===== config.mk =====
export PLATFORM = sky130hd
export DESIGN_NAME = modbus_param_io_access
export DESIGN_NICKNAME = d
export VERILOG_FILES = /design/src/design/mpio_pkg.sv /design/src/design/modbus_param_io_access.sv
export SDC_FILE = /design/constraint.sdc
export NUM_CORES = 2
export LEC_CHECK = 0
export BUFFER_PORTS_ARGS = -buffer_cell sky130_fd_sc_hd__buf_2
export CAP_MARGIN = 20
export CELL_PAD_IN_SITES_DETAIL_PLACEMENT = 1
export CELL_PAD_IN_SITES_GLOBAL_PLACEMENT = 2
export CORE_UTILIZATION = 39
export DETAILED_ROUTE_END_ITERATION = 8
export PLACE_DENSITY_LB_ADDON = 0.1
export RECOVER_POWER = 25
export SLEW_MARGIN = 20
export SYNTH_ARGS = -nofsm -noshare
export SYNTH_HDL_FRONTEND = slang
export SYNTH_SLANG_ARGS = --single-unit
export TNS_END_PERCENT = 20

===== constraint.sdc =====
create_clock -name clock -period 26.2 [get_ports clock]
set_input_delay 1.31 -clock clock [delete_from_list [all_inputs] [get_ports clock]]
set_output_delay 1.31 -clock clock [all_outputs]
set_load 0.03 [all_outputs]

===== src/design/mpio_pkg.sv =====
// Constants, codes and carrier types for the serial parameter/IO handler.
// Assumes a framer that strips the CRC and flags its result per frame.
package mpio_pkg;
	localparam int FRAME_MAX = 34;
	localparam int READ_MAX = 15;
	localparam int WRITE_MAX = 13;
	localparam logic [7:0] FN_READ = 8'h03;
	localparam logic [7:0] FN_WRITE_ONE = 8'h06;
	localparam logic [7:0] FN_WRITE_MULTI = 8'h10;
	localparam logic [7:0] EXC_FLAG = 8'h80;
	localparam logic [7:0] CAUSE_NONE = 8'h00;
	localparam logic [7:0] CAUSE_BAD_CMD = 8'h01;
	localparam logic [7:0] CAUSE_BAD_PARAM = 8'h03;
	localparam logic [7:0] CAUSE_CRC = 8'h04;
	localparam logic [7:0] CAUSE_GROUP = 8'h16;
	localparam logic [7:0] CAUSE_QTY_ZERO = 8'h17;
	localparam logic [7:0] CAUSE_HALF = 8'h18;
	localparam logic [7:0] CAUSE_RANGE = 8'h19;
	localparam logic [7:0] CAUSE_LOCKED = 8'h20;
	localparam logic [7:0] CAUSE_NOT_EDITABLE = 8'h22;
	localparam logic [7:0] CAUSE_PASSWORD_MIX = 8'h24;
	localparam logic [7:0] CAUSE_WRONG_PASSWORD = 8'h25;
	localparam logic [7:0] CAUSE_WRONG_FIVE = 8'h26;
	localparam logic [2:0] WRONG_LIMIT = 3'h5;
	localparam logic [15:0] ADDR_SEL_A = 16'h3607;
	localparam logic [15:0] ADDR_SEL_B = 16'h3608;
	localparam logic [15:0] ADDR_SEL_C = 16'h3609;
	localparam logic [15:0] ADDR_SEL_D = 16'h360A;
	localparam logic [15:0] ADDR_OUT_A = 16'h3688;
	localparam logic [15:0] ADDR_OUT_B = 16'h3609;
	localparam logic [15:0] ADDR_TURNS = 16'h1520;
	localparam logic [15:0] ADDR_SINGLE = 16'h1522;
	localparam logic [15:0] NV_OFFSET = 16'hE000;
	localparam int BIT_SERVO_ON = 1;
	localparam int BIT_FAULT_RESET = 2;
	localparam int BIT_POSITION_ERROR_CLEAR = 5;
	localparam int BIT_SPEED_COINCIDENCE_FLAG = 6;
	localparam logic [15:0] SEL_A_MASK = 16'hFFFE;
	localparam logic [15:0] SEL_C_MASK = 16'h0007;
	localparam logic [15:0] OUT_A_MASK = 16'hFFFE;
	localparam int CLOCK_PERIOD_NS = 8;
	localparam int TICK_TIME_NS = 1000000;
	localparam int TICK_CYCLES_DEFAULT = TICK_TIME_NS / CLOCK_PERIOD_NS;
	localparam logic [15:0] UNLOCK_MS_DEFAULT = 16'hEA60;

	typedef enum logic [2:0] {phIdle, phFrame, phCheck, phReply, phSend} phase_t;

	typedef struct packed {
		logic valid;
		logic last;
		logic crcOk;
		logic [7:0] data;
	} rx_byte_t;

	typedef struct packed {
		logic strobe;
		logic [15:0] address;
		logic [31:0] data;
		logic wide;
		logic nonVolatile;
	} param_write_t;

	typedef struct packed {
		phase_t phase;
		logic [FRAME_MAX-1:0][7:0] rxBuf;
		logic [5:0] count;
		logic over;
		logic crcOk;
		logic [5:0] pos;
		logic commit;
		logic [7:0] cause;
		logic [FRAME_MAX-1:0][7:0] txBuf;
		logic [5:0] txLen;
		logic [5:0] txIdx;
		logic [2:0][15:0] sel;
		logic [31:0] prescale;
		logic [15:0] refreshMs;
		logic unlocked;
		logic [15:0] unlockMs;
		logic [2:0] wrongCnt;
		logic faultReset;
		logic posClear;
		logic conflict;
		param_write_t pw;
	} state_t;
endpackage


===== src/design/modbus_param_io_access.sv =====
// Slave command handler: register writes, exception answers, comm DI/DO.
// Assumes framer on the same clock; parameter attributes answer same cycle.
`timescale 1ns/100ps

module modbus_param_io_access #(
	parameter int TICK_CYCLES = mpio_pkg::TICK_CYCLES_DEFAULT,
	parameter logic [15:0] UNLOCK_MS = mpio_pkg::UNLOCK_MS_DEFAULT,
	parameter logic [7:0] MAX_GROUP = 8'h0F,
	parameter logic [15:0] PASSWORD_ADDR = 16'h0000
) (
	input wire logic clock,
	input wire logic rst,
	input wire logic [7:0] stationAddress,
	input mpio_pkg::rx_byte_t rx,
	output logic txValid,
	output logic [7:0] txByte,
	output logic txLast,
	input wire logic txReady,
	output logic [15:0] lookupAddr,
	input wire logic attrExists,
	input wire logic attrWide,
	input wire logic attrUpper,
	input wire logic attrEditable,
	input wire logic [31:0] attrMin,
	input wire logic [31:0] attrMax,
	input wire logic [31:0] paramReadData,
	output mpio_pkg::param_write_t paramWrite,
	input wire logic protectionActive,
	input wire logic [15:0] userPassword,
	input wire logic [63:0] commInputEnableMask,
	input wire logic [63:0] physicalInputAssigned,
	input wire logic [15:0] commRefreshTimeoutSetting,
	output logic [63:0] commInputFunctions,
	output logic faultResetPulse,
	output logic positionErrorClearFunction,
	output logic inputConflictFault,
	input wire logic [31:0] outputFunctionActive,
	input wire logic [31:0] commOutputEnableMask,
	input wire logic [31:0] physicalOutputAssigned,
	input wire logic [31:0] encoderTurns,
	input wire logic [31:0] encoderSingleTurn
);
	mpio_pkg::state_t s_q, s_d;
	logic [7:0] func;
	logic [15:0] rawStart, startAddr, qtyField, qtyEff, regAddr, w0, w1;
	logic [15:0] outA, outB;
	logic nonVolatile, tick, refreshExpire, selWrite;
	logic isOwn, isOutA, isEnc, isEncLow, isEncHigh, isPass, isExt;
	logic wideLow, upper, isWrite, outRange;
	logic [31:0] rd32, value32;
	logic [7:0] frameCause, regCause;
	logic frameDrop;
	logic [5:0] step, txPos;

	function automatic logic [15:0] frameWord(
		input logic [mpio_pkg::FRAME_MAX-1:0][7:0] b,
		input logic [5:0] idx
	);
		logic [6:0] hi;
		hi = {idx, 1'b0} + 7'h07;
		if (b[1] == mpio_pkg::FN_WRITE_ONE)
			frameWord = {b[4], b[5]};
		else if (hi < 7'(mpio_pkg::FRAME_MAX - 1))
			frameWord = {b[hi[5:0]], b[hi[5:0] + 6'h01]};
		else
			frameWord = 16'h0000;
	endfunction

	assign outA = outputFunctionActive[15:0] & commOutputEnableMask[15:0]
		& ~physicalOutputAssigned[15:0] & mpio_pkg::OUT_A_MASK;
	assign outB = outputFunctionActive[31:16] & commOutputEnableMask[31:16]
		& ~physicalOutputAssigned[31:16];
	assign commInputFunctions = {16'h0000, s_q.sel[2] & mpio_pkg::SEL_C_MASK,
		s_q.sel[1], s_q.sel[0] & mpio_pkg::SEL_A_MASK}
		& commInputEnableMask;
	assign txValid = s_q.phase == mpio_pkg::phSend;
	assign txByte = s_q.txBuf[s_q.txIdx];
	assign txLast = txValid && (s_q.txIdx == s_q.txLen - 6'h01);
	assign lookupAddr = regAddr;
	assign paramWrite = s_q.pw;
	assign faultResetPulse = s_q.faultReset;
	assign positionErrorClearFunction = s_q.posClear;
	assign inputConflictFault = s_q.conflict;

	always_comb
	begin
		s_d = s_q;
		s_d.pw.strobe = 1'b0;
		s_d.faultReset = 1'b0;
		s_d.posClear = 1'b0;
		s_d.conflict = |(commInputFunctions & physicalInputAssigned);
		func = s_q.rxBuf[1];
		rawStart = {s_q.rxBuf[2], s_q.rxBuf[3]};
		nonVolatile = rawStart >= mpio_pkg::NV_OFFSET;
		startAddr = nonVolatile ? rawStart - mpio_pkg::NV_OFFSET : rawStart;
		qtyField = {s_q.rxBuf[4], s_q.rxBuf[5]};
		qtyEff = (func == mpio_pkg::FN_WRITE_ONE) ? 16'h0001 : qtyField;
		regAddr = startAddr + {10'h000, s_q.pos};
		w0 = frameWord(s_q.rxBuf, s_q.pos);
		w1 = frameWord(s_q.rxBuf, s_q.pos + 6'h01);
		isWrite = func != mpio_pkg::FN_READ;
		isOwn = regAddr >= mpio_pkg::ADDR_SEL_A && regAddr <= mpio_pkg::ADDR_SEL_D;
		isOutA = regAddr == mpio_pkg::ADDR_OUT_A;
		isEncLow = regAddr == mpio_pkg::ADDR_TURNS
			|| regAddr == mpio_pkg::ADDR_SINGLE;
		isEncHigh = regAddr == mpio_pkg::ADDR_TURNS + 16'h0001
			|| regAddr == mpio_pkg::ADDR_SINGLE + 16'h0001;
		isEnc = isEncLow || isEncHigh;
		isPass = regAddr == PASSWORD_ADDR;
		isExt = !isOwn && !isOutA && !isEnc && !isPass;
		wideLow = isEncLow || (isExt && attrWide);
		upper = isEncHigh || (isExt && attrUpper);
		step = wideLow ? 6'h02 : 6'h01;
		value32 = wideLow ? {w1, w0} : {16'h0000, w0};
		outRange = $signed(value32) < $signed(attrMin)
			|| $signed(value32) > $signed(attrMax);
		// Read value of the register under the cursor
		if (regAddr[15:1] == mpio_pkg::ADDR_TURNS[15:1])
			rd32 = encoderTurns;
		else if (regAddr[15:1] == mpio_pkg::ADDR_SINGLE[15:1])
			rd32 = encoderSingleTurn;
		else if (isOutA)
			rd32 = {16'h0000, outA};
		else if (regAddr == mpio_pkg::ADDR_OUT_B)
			rd32 = {16'h0000, outB};
		else if (regAddr == mpio_pkg::ADDR_SEL_A)
			rd32 = {16'h0000, s_q.sel[0]};
		else if (regAddr == mpio_pkg::ADDR_SEL_B)
			rd32 = {16'h0000, s_q.sel[1]};
		else if (isExt)
			rd32 = paramReadData;
		else
			rd32 = 32'h00000000;
		// Per-register check, in priority order
		regCause = mpio_pkg::CAUSE_NONE;
		if (isExt && regAddr[15:8] > MAX_GROUP)
			regCause = mpio_pkg::CAUSE_GROUP;
		else if (isExt && !attrExists)
			regCause = mpio_pkg::CAUSE_BAD_PARAM;
		else if (isExt && protectionActive && !s_q.unlocked)
			regCause = mpio_pkg::CAUSE_LOCKED;
		else if (upper || (wideLow && {10'h000, s_q.pos} + 16'h0001 >= qtyEff))
			regCause = mpio_pkg::CAUSE_HALF;
		else if (isWrite && isPass && qtyEff != 16'h0001)
			regCause = mpio_pkg::CAUSE_PASSWORD_MIX;
		else if (isWrite && isPass && w0 != userPassword)
			regCause = (s_q.wrongCnt >= mpio_pkg::WRONG_LIMIT - 3'h1)
				? mpio_pkg::CAUSE_WRONG_FIVE
				: mpio_pkg::CAUSE_WRONG_PASSWORD;
		else if (isWrite && (isOutA || isEnc || (isExt && !attrEditable)))
			regCause = mpio_pkg::CAUSE_NOT_EDITABLE;
		else if (isWrite && isExt && outRange)
			regCause = mpio_pkg::CAUSE_RANGE;
		// Frame-level check
		frameDrop = s_q.over || s_q.count < 6'h02
			|| (s_q.rxBuf[0] != stationAddress && s_q.rxBuf[0] != 8'h00);
		frameCause = mpio_pkg::CAUSE_NONE;
		if (!s_q.crcOk)
			frameCause = mpio_pkg::CAUSE_CRC;
		else if (func != mpio_pkg::FN_READ && func != mpio_pkg::FN_WRITE_ONE
			&& func != mpio_pkg::FN_WRITE_MULTI)
			frameCause = mpio_pkg::CAUSE_BAD_CMD;
		else if (func != mpio_pkg::FN_WRITE_MULTI && s_q.count != 6'h06)
			frameCause = mpio_pkg::CAUSE_BAD_PARAM;
		else if (func != mpio_pkg::FN_WRITE_ONE && qtyField == 16'h0000)
			frameCause = mpio_pkg::CAUSE_QTY_ZERO;
		else if (func == mpio_pkg::FN_READ && qtyField > 16'(mpio_pkg::READ_MAX))
			frameCause = mpio_pkg::CAUSE_BAD_PARAM;
		else if (func == mpio_pkg::FN_WRITE_MULTI
			&& (qtyField > 16'(mpio_pkg::WRITE_MAX)
			|| {1'b0, s_q.rxBuf[6]} != {qtyField[7:0], 1'b0}
			|| {3'h0, s_q.count} != {1'b0, s_q.rxBuf[6]} + 9'h007))
			frameCause = mpio_pkg::CAUSE_BAD_PARAM;
		// Millisecond timers
		tick = s_q.prescale == 32'(TICK_CYCLES - 1);
		s_d.prescale = tick ? 32'h00000000 : s_q.prescale + 32'h00000001;
		refreshExpire = tick && s_q.refreshMs >= commRefreshTimeoutSetting;
		if (refreshExpire)
			s_d.sel[0][mpio_pkg::BIT_SERVO_ON] = 1'b0;
		else if (tick && s_q.refreshMs != 16'hFFFF)
			s_d.refreshMs = s_q.refreshMs + 16'h0001;
		if (tick && s_q.unlocked)
		begin
			s_d.unlockMs = s_q.unlockMs + 16'h0001;
			if (s_q.unlockMs >= UNLOCK_MS)
				s_d.unlocked = 1'b0;
		end
		selWrite = 1'b0;
		txPos = {s_q.pos[4:0], 1'b0} + 6'h03;
		case (s_q.phase)
			mpio_pkg::phIdle:
			begin
				if (rx.valid)
				begin
					if (s_q.count < 6'(mpio_pkg::FRAME_MAX))
					begin
						s_d.rxBuf[s_q.count] = rx.data;
						s_d.count = s_q.count + 6'h01;
					end
					else
						s_d.over = 1'b1;
					if (rx.last)
					begin
						s_d.crcOk = rx.crcOk;
						s_d.phase = mpio_pkg::phFrame;
					end
				end
			end
			mpio_pkg::phFrame:
			begin
				s_d.pos = 6'h00;
				s_d.commit = 1'b0;
				s_d.cause = frameCause;
				if (frameDrop)
				begin
					s_d.phase = mpio_pkg::phIdle;
					s_d.count = 6'h00;
					s_d.over = 1'b0;
				end
				else if (frameCause != mpio_pkg::CAUSE_NONE)
					s_d.phase = mpio_pkg::phReply;
				else
					s_d.phase = mpio_pkg::phCheck;
			end
			mpio_pkg::phCheck:
			begin
				if ({10'h000, s_q.pos} >= qtyEff)
				begin
					// Nothing is stored until every register has passed
					if (s_q.commit || !isWrite)
						s_d.phase = mpio_pkg::phReply;
					else
					begin
						s_d.commit = 1'b1;
						s_d.pos = 6'h00;
					end
				end
				else
				begin
					if (!s_q.commit && isWrite && isPass && qtyEff == 16'h0001
						&& regCause == mpio_pkg::CAUSE_NONE)
					begin
						s_d.unlocked = 1'b1;
						s_d.unlockMs = 16'h0000;
						s_d.wrongCnt = 3'h0;
					end
					else if (regCause == mpio_pkg::CAUSE_WRONG_PASSWORD
						|| regCause == mpio_pkg::CAUSE_WRONG_FIVE)
					begin
						if (!s_q.commit && s_q.wrongCnt < mpio_pkg::WRONG_LIMIT)
							s_d.wrongCnt = s_q.wrongCnt + 3'h1;
					end
					if (!s_q.commit && regCause != mpio_pkg::CAUSE_NONE)
					begin
						s_d.cause = regCause;
						s_d.phase = mpio_pkg::phReply;
					end
					else
					begin
						s_d.pos = s_q.pos + step;
						if (!isWrite)
						begin
							{s_d.txBuf[txPos], s_d.txBuf[txPos + 6'h01]} =
								isPass ? 16'h0000 : rd32[15:0];
							if (wideLow)
								{s_d.txBuf[txPos + 6'h02], s_d.txBuf[txPos + 6'h03]} =
									rd32[31:16];
						end
						else if (s_q.commit && isOwn)
						begin
							selWrite = regAddr == mpio_pkg::ADDR_SEL_A;
							if (regAddr != mpio_pkg::ADDR_SEL_D)
								s_d.sel[regAddr[1:0] - 2'h3] = w0;
							if (selWrite && w0[mpio_pkg::BIT_SERVO_ON])
								s_d.refreshMs = 16'h0000;
							if (selWrite)
							begin
								s_d.faultReset = w0[mpio_pkg::BIT_FAULT_RESET]
									& commInputEnableMask[mpio_pkg::BIT_FAULT_RESET];
								s_d.posClear = w0[mpio_pkg::BIT_POSITION_ERROR_CLEAR]
									& commInputEnableMask[mpio_pkg::BIT_POSITION_ERROR_CLEAR];
							end
						end
						else if (s_q.commit && isExt)
						begin
							s_d.pw.strobe = 1'b1;
							s_d.pw.address = regAddr;
							s_d.pw.data = value32;
							s_d.pw.wide = wideLow;
							s_d.pw.nonVolatile = nonVolatile;
						end
					end
				end
			end
			mpio_pkg::phReply:
			begin
				s_d.txIdx = 6'h00;
				s_d.txBuf[0] = s_q.rxBuf[0];
				s_d.phase = mpio_pkg::phSend;
				if (s_q.cause != mpio_pkg::CAUSE_NONE)
				begin
					s_d.txBuf[1] = func | mpio_pkg::EXC_FLAG;
					s_d.txBuf[2] = s_q.cause;
					s_d.txLen = 6'h03;
				end
				else if (!isWrite)
				begin
					s_d.txBuf[1] = func;
					s_d.txBuf[2] = {qtyField[6:0], 1'b0};
					s_d.txLen = {qtyField[4:0], 1'b0} + 6'h03;
				end
				else
				begin
					s_d.txBuf[5:1] = s_q.rxBuf[5:1];
					s_d.txLen = 6'h06;
				end
				if (s_q.rxBuf[0] == 8'h00)
				begin
					s_d.phase = mpio_pkg::phIdle;
					s_d.count = 6'h00;
				end
			end
			mpio_pkg::phSend:
			begin
				if (txReady)
				begin
					s_d.txIdx = s_q.txIdx + 6'h01;
					if (txLast)
					begin
						s_d.phase = mpio_pkg::phIdle;
						s_d.count = 6'h00;
						s_d.over = 1'b0;
					end
				end
			end
			default:
				s_d.phase = mpio_pkg::phIdle;
		endcase
	end

	always_ff @(posedge clock)
	begin
		if (rst)
			s_q <= '0;
		else
			s_q <= s_d;
	end

	exception_frame_a: assert property (@(posedge clock) disable iff (rst)
		txValid && s_q.cause != mpio_pkg::CAUSE_NONE |-> s_q.txLen == 6'h03
		&& s_q.txBuf[1] == (s_q.rxBuf[1] | mpio_pkg::EXC_FLAG))
		else $error("exception frame malformed");
	zero_qty_a: assert property (@(posedge clock) disable iff (rst)
		s_q.phase == mpio_pkg::phFrame && !frameDrop && s_q.crcOk
		&& func == mpio_pkg::FN_READ && s_q.count == 6'h06 && qtyField == 16'h0000
		|=> s_q.phase == mpio_pkg::phReply && s_q.cause == mpio_pkg::CAUSE_QTY_ZERO)
		else $error("zero quantity not refused");
	half_access_a: assert property (@(posedge clock) disable iff (rst)
		s_q.phase == mpio_pkg::phCheck && !s_q.commit && isEncHigh
		&& {10'h000, s_q.pos} < qtyEff |=> s_q.cause == mpio_pkg::CAUSE_HALF)
		else $error("half access not refused");
	no_write_refused_a: assert property (@(posedge clock) disable iff (rst)
		s_q.phase == mpio_pkg::phCheck && regCause == mpio_pkg::CAUSE_RANGE
		&& !s_q.commit |=> !s_q.pw.strobe [*2])
		else $error("write issued after range refusal");
	wrong_five_a: assert property (@(posedge clock) disable iff (rst)
		s_q.phase == mpio_pkg::phCheck && !s_q.commit && isWrite && isPass
		&& qtyEff == 16'h0001 && isExt == 1'b0 && w0 != userPassword
		&& s_q.wrongCnt >= 3'h4 |=> s_q.cause == mpio_pkg::CAUSE_WRONG_FIVE)
		else $error("fifth wrong password not flagged");
	reserved_in_a: assert property (@(posedge clock) disable iff (rst)
		!commInputFunctions[0] && commInputFunctions[63:35] == 29'h00000000)
		else $error("reserved input function driven");
	servo_drop_a: assert property (@(posedge clock) disable iff (rst)
		refreshExpire && !selWrite |=> !s_q.sel[0][mpio_pkg::BIT_SERVO_ON])
		else $error("servo-on kept after refresh timeout");
	single_pulse_a: assert property (@(posedge clock) disable iff (rst)
		faultResetPulse |=> !faultResetPulse)
		else $error("fault reset pulse too long");
	conflict_fault_a: assert property (@(posedge clock) disable iff (rst)
		|(commInputFunctions & physicalInputAssigned) |=> inputConflictFault)
		else $error("input conflict not raised");
	speed_bit_a: assert property (@(posedge clock) disable iff (rst)
		outA[mpio_pkg::BIT_SPEED_COINCIDENCE_FLAG] == (outputFunctionActive[6]
		&& commOutputEnableMask[6] && !physicalOutputAssigned[6]))
		else $error("speed coincidence bit wrong");
	echo_len_a: assert property (@(posedge clock) disable iff (rst)
		txValid && s_q.cause == mpio_pkg::CAUSE_NONE && s_q.rxBuf[1] != 8'h03
		|-> s_q.txLen == 6'h06)
		else $error("write echo length wrong");
endmodule // modbus_param_io_access


==> impl_results.md <==
- Synth warnings: 0
- DR WL/cell: 30.7 um
- Num CTS Buffers: 89
- FP Rows: 126
- Residual DRC: 0
- Die W: 348 um
- Combinational power share: 0.094
- Critical Path RT: 26,340 ps
- H-tree depth: 3
- Hold WC Path Type: reg -> reg
- Final setup viols: 0
- Clock Root Buffer: clkbuf_16
- Pwr Density: 50.8 nW/um2
- Effective utilization at floorplan: 0.394
- # resized after CTS: 0
- Num ports: 587
- CP max stage delay: 6650 ps
- Share of post-route cells with drive strength above 1: 0.191
- Static Leak: between 15 and 20 nW
- Tcrit/Tclk final: 0.447
- Final net count: 6,202
- Fin crit period: 11,710 ps
- Dominant register cell in the synthesized netlist: dfxtp_1
- Syn avg cell area: 8.63 um2
- Mapped cell area: 46,700 um2
- CP Cell Sequence: clkbuf_1, clkbuf_1, a221oi_1
- Largest net degree at the start of global routing: around 170
- Slowest CP cell: clkbuf_1
- TritonCTS clock tree: done
- Most frequent cells in the layout: 725 x dfxtp_1, 552 x nand2_1, 546 x nor2_1
- FMAX: 85.4 MHz
- Routability cong.: approximately 0.96
- Dpl ws: 15,050 ps
- Placed inst area: 49,900 um2
- Run status: finished, violations left
- DR vias: 46.1k
- CORE AREA: 118,000 um2
- Fillers: 13.9k
- GRT overflow: 0
- Non-filler cells, final: 7,324
- Sequential area share after synthesis: 0.313
- Antenna violations before repair: 30
- Power, Total: 2.69 mW
- FF+latch count, synth: approximately 730
- CP arrival: 11,850 ps
- Switching share of total power: 0.280
- Total track usage: 0.362
- Total Wirelength: approximately 220,000 um
- Port buffer count: 493
- Post-route setup slack: 14,490 ps
- Total clock sinks: 729
- CTS Buffer Depth: 3
- Sw Pwr: 0.751 mW
- Hold depth: 2
- Vias per std cell: 6.30
- Slew Viols, Final: 681
- Clock power frac: 0.489
- Final Hold Viols: 0
- First-pass GRT wire length: 323,000 um
- Post-synth EDFFs: 0
- DP HPWL: 159,000 um
- Sequential Power Share: 0.417
- Startpoint types: input port
- Max-Cap Viols: 8
- Die H: 348 um
- Kind of end point of the critical path: register
- Clock Latency Late Sink: 720 ps
- Clk pin slew, worst setup/hold paths: 60 ps
- Worst setup path class: in -> reg
- Worst Path Max Fanout: ~170
- Setup TNS: 0 ps
- Routed Antenna Nets: 0
- Worst vdd ir: 44.3 uV
- R2R depth: 30
- Final instance area: roughly 53,000 um2
- Hold_buf cts: 0
- RSZ-0062 raised after global routing: no
- Ys async rst share: 0
- DRT iter0 DRCs: 4,858
- Setup bufs post-CTS: 0
- Most common cell after layout, fill and taps aside: dfxtp_1
- Slew headroom: -5.25
- Placed Cells: slightly above 7k
- Number of global-route vias before repair: 45.2k
- 1st-pass router iterations: 5
- P_int: 1.93 mW
- Worst Tran Pin Value: 9370 ps
- Gate Count Post-Synth: 5,407
- CP dominant cell by count: clkbuf_1
- Clk_skew: between 30 and 40 ps
- Failing checks: max-capacitance violations, max-slew violations
- Area grow syn2layout: 13.3%
- Die area: 121,000 um2
- Netlist cell types: 98
per-stage QoR:
stage                     hold slack, ps  utilization
after floorplan                      418            -
after global placement               431        0.422
after detailed placement             444        0.422
after CTS                            452        0.447
after global routing                 473        0.447
final                                452        0.447
registers in the layout, indices dropped and copies added (netlist names):
signal                      cells
s_q                           635
paramWrite                     51
qtyField                       16
rawStart                       16
func                            8
faultResetPulse                 1
inputConflictFault              1
positionErrorClearFunction      1
power groups by stage:
stage	Combinational (mW)	Clock, mW	Sequential (mW)
2_1_floorplan	0.123	0	1.14
3_3_place_gp	0.242	0	1.14
3_5_place_dp	0.244	0	1.14
4_1_cts	0.245	1.33	1.12
5_1_grt	0.260	1.37	1.12
6_report	0.252	1.31	1.12
routing by layer:
layer	track usage	vias up	part of all wire	wire (um)
met3	0.0780	461	0.087	19600
met2	0.548	2123	0.44	98100
met1	0.478	23300	0.42	93800
met4	0.197	8	0.059	13300
met5	0	-	0.00024	54
li1	-	20200	-	-
worst paths after layout:
check	startpoint	end	slack (ps)
max	rst	s_q[346]	14490
min	s_q[443]	s_q[443]	450
max reg2reg	s_q[463]	s_q[252]	14630
min reg2reg	s_q[443]	s_q[443]	450
synthesized netlist by cell type, drive strengths merged (19+ instances only):
| cell | number | area, um2 |
|---|---|---|
| a211oi | 161 | 1260 |
| a21o | 26 | 195 |
| a21oi | 406 | 2040 |
| a221oi | 125 | 1410 |
| a22o | 22 | 193 |
| a22oi | 21 | 171 |
| a31oi | 27 | 169 |
| and2 | 68 | 425 |
| and3 | 46 | 288 |
| buf | 204 | 1360 |
| clkbuf | 309 | 1160 |
| dfxtp | 729 | 14600 |
| ha | 124 | 1550 |
| inv | 261 | 980 |
| mux2 | 26 | 293 |
| mux2i | 335 | 3350 |
| mux4 | 224 | 5040 |
| nand2 | 552 | 2070 |
| nand2b | 20 | 125 |
| nand3 | 123 | 621 |
| nand4 | 61 | 382 |
| nor2 | 551 | 2070 |
| nor2b | 25 | 156 |
| nor3 | 83 | 415 |
| nor4 | 33 | 213 |
| o211ai | 40 | 300 |
| o21ai | 196 | 1070 |
| o22ai | 129 | 807 |
| o31ai | 110 | 826 |
| or3 | 37 | 231 |
| or4 | 19 | 143 |
| xnor2 | 55 | 482 |
| xor2 | 63 | 552 |
critical path: cells and delay by family:
kind / cells / cell delay (ps)
buf+inv: 2 / 9860
compound gates: 1 / 260
kinds of logic (layout without fill, tap and decap cells):
| group | count (synthesis) | count (layout) | share of synthesized area |
|---|---|---|---|
| buffers and inverters | 776 | 1039 | 0.0750 |
| other | 1 | 55 | 0.0000803 |
| and+or+nand+nor | 1680 | 1680 | 0.163 |
| AOI/OAI and AO/OA | 1391 | 1391 | 0.206 |
| muxes | 585 | 585 | 0.186 |
| adders and majority gates | 126 | 126 | 0.0341 |
| xor gates and xnor gates | 119 | 119 | 0.0226 |
| DFF | 729 | 729 | 0.313 |
layout make-up:
type | instances | area (um2) | area share
tap | 1600 | 2000 | 0.0378
clock buffer | 132 | 2640 | 0.0499
sequential | 729 | 14600 | 0.276
clock inverter | 25 | 378 | 0.00714
multi-input combinational | 3931 | 28900 | 0.546
timing repair buffer | 619 | 3330 | 0.0630
inverter | 263 | 987 | 0.0187
antenna | 25 | 62.6 | 0.00118
No activity file was read; power rests on OpenSTA's default activity.
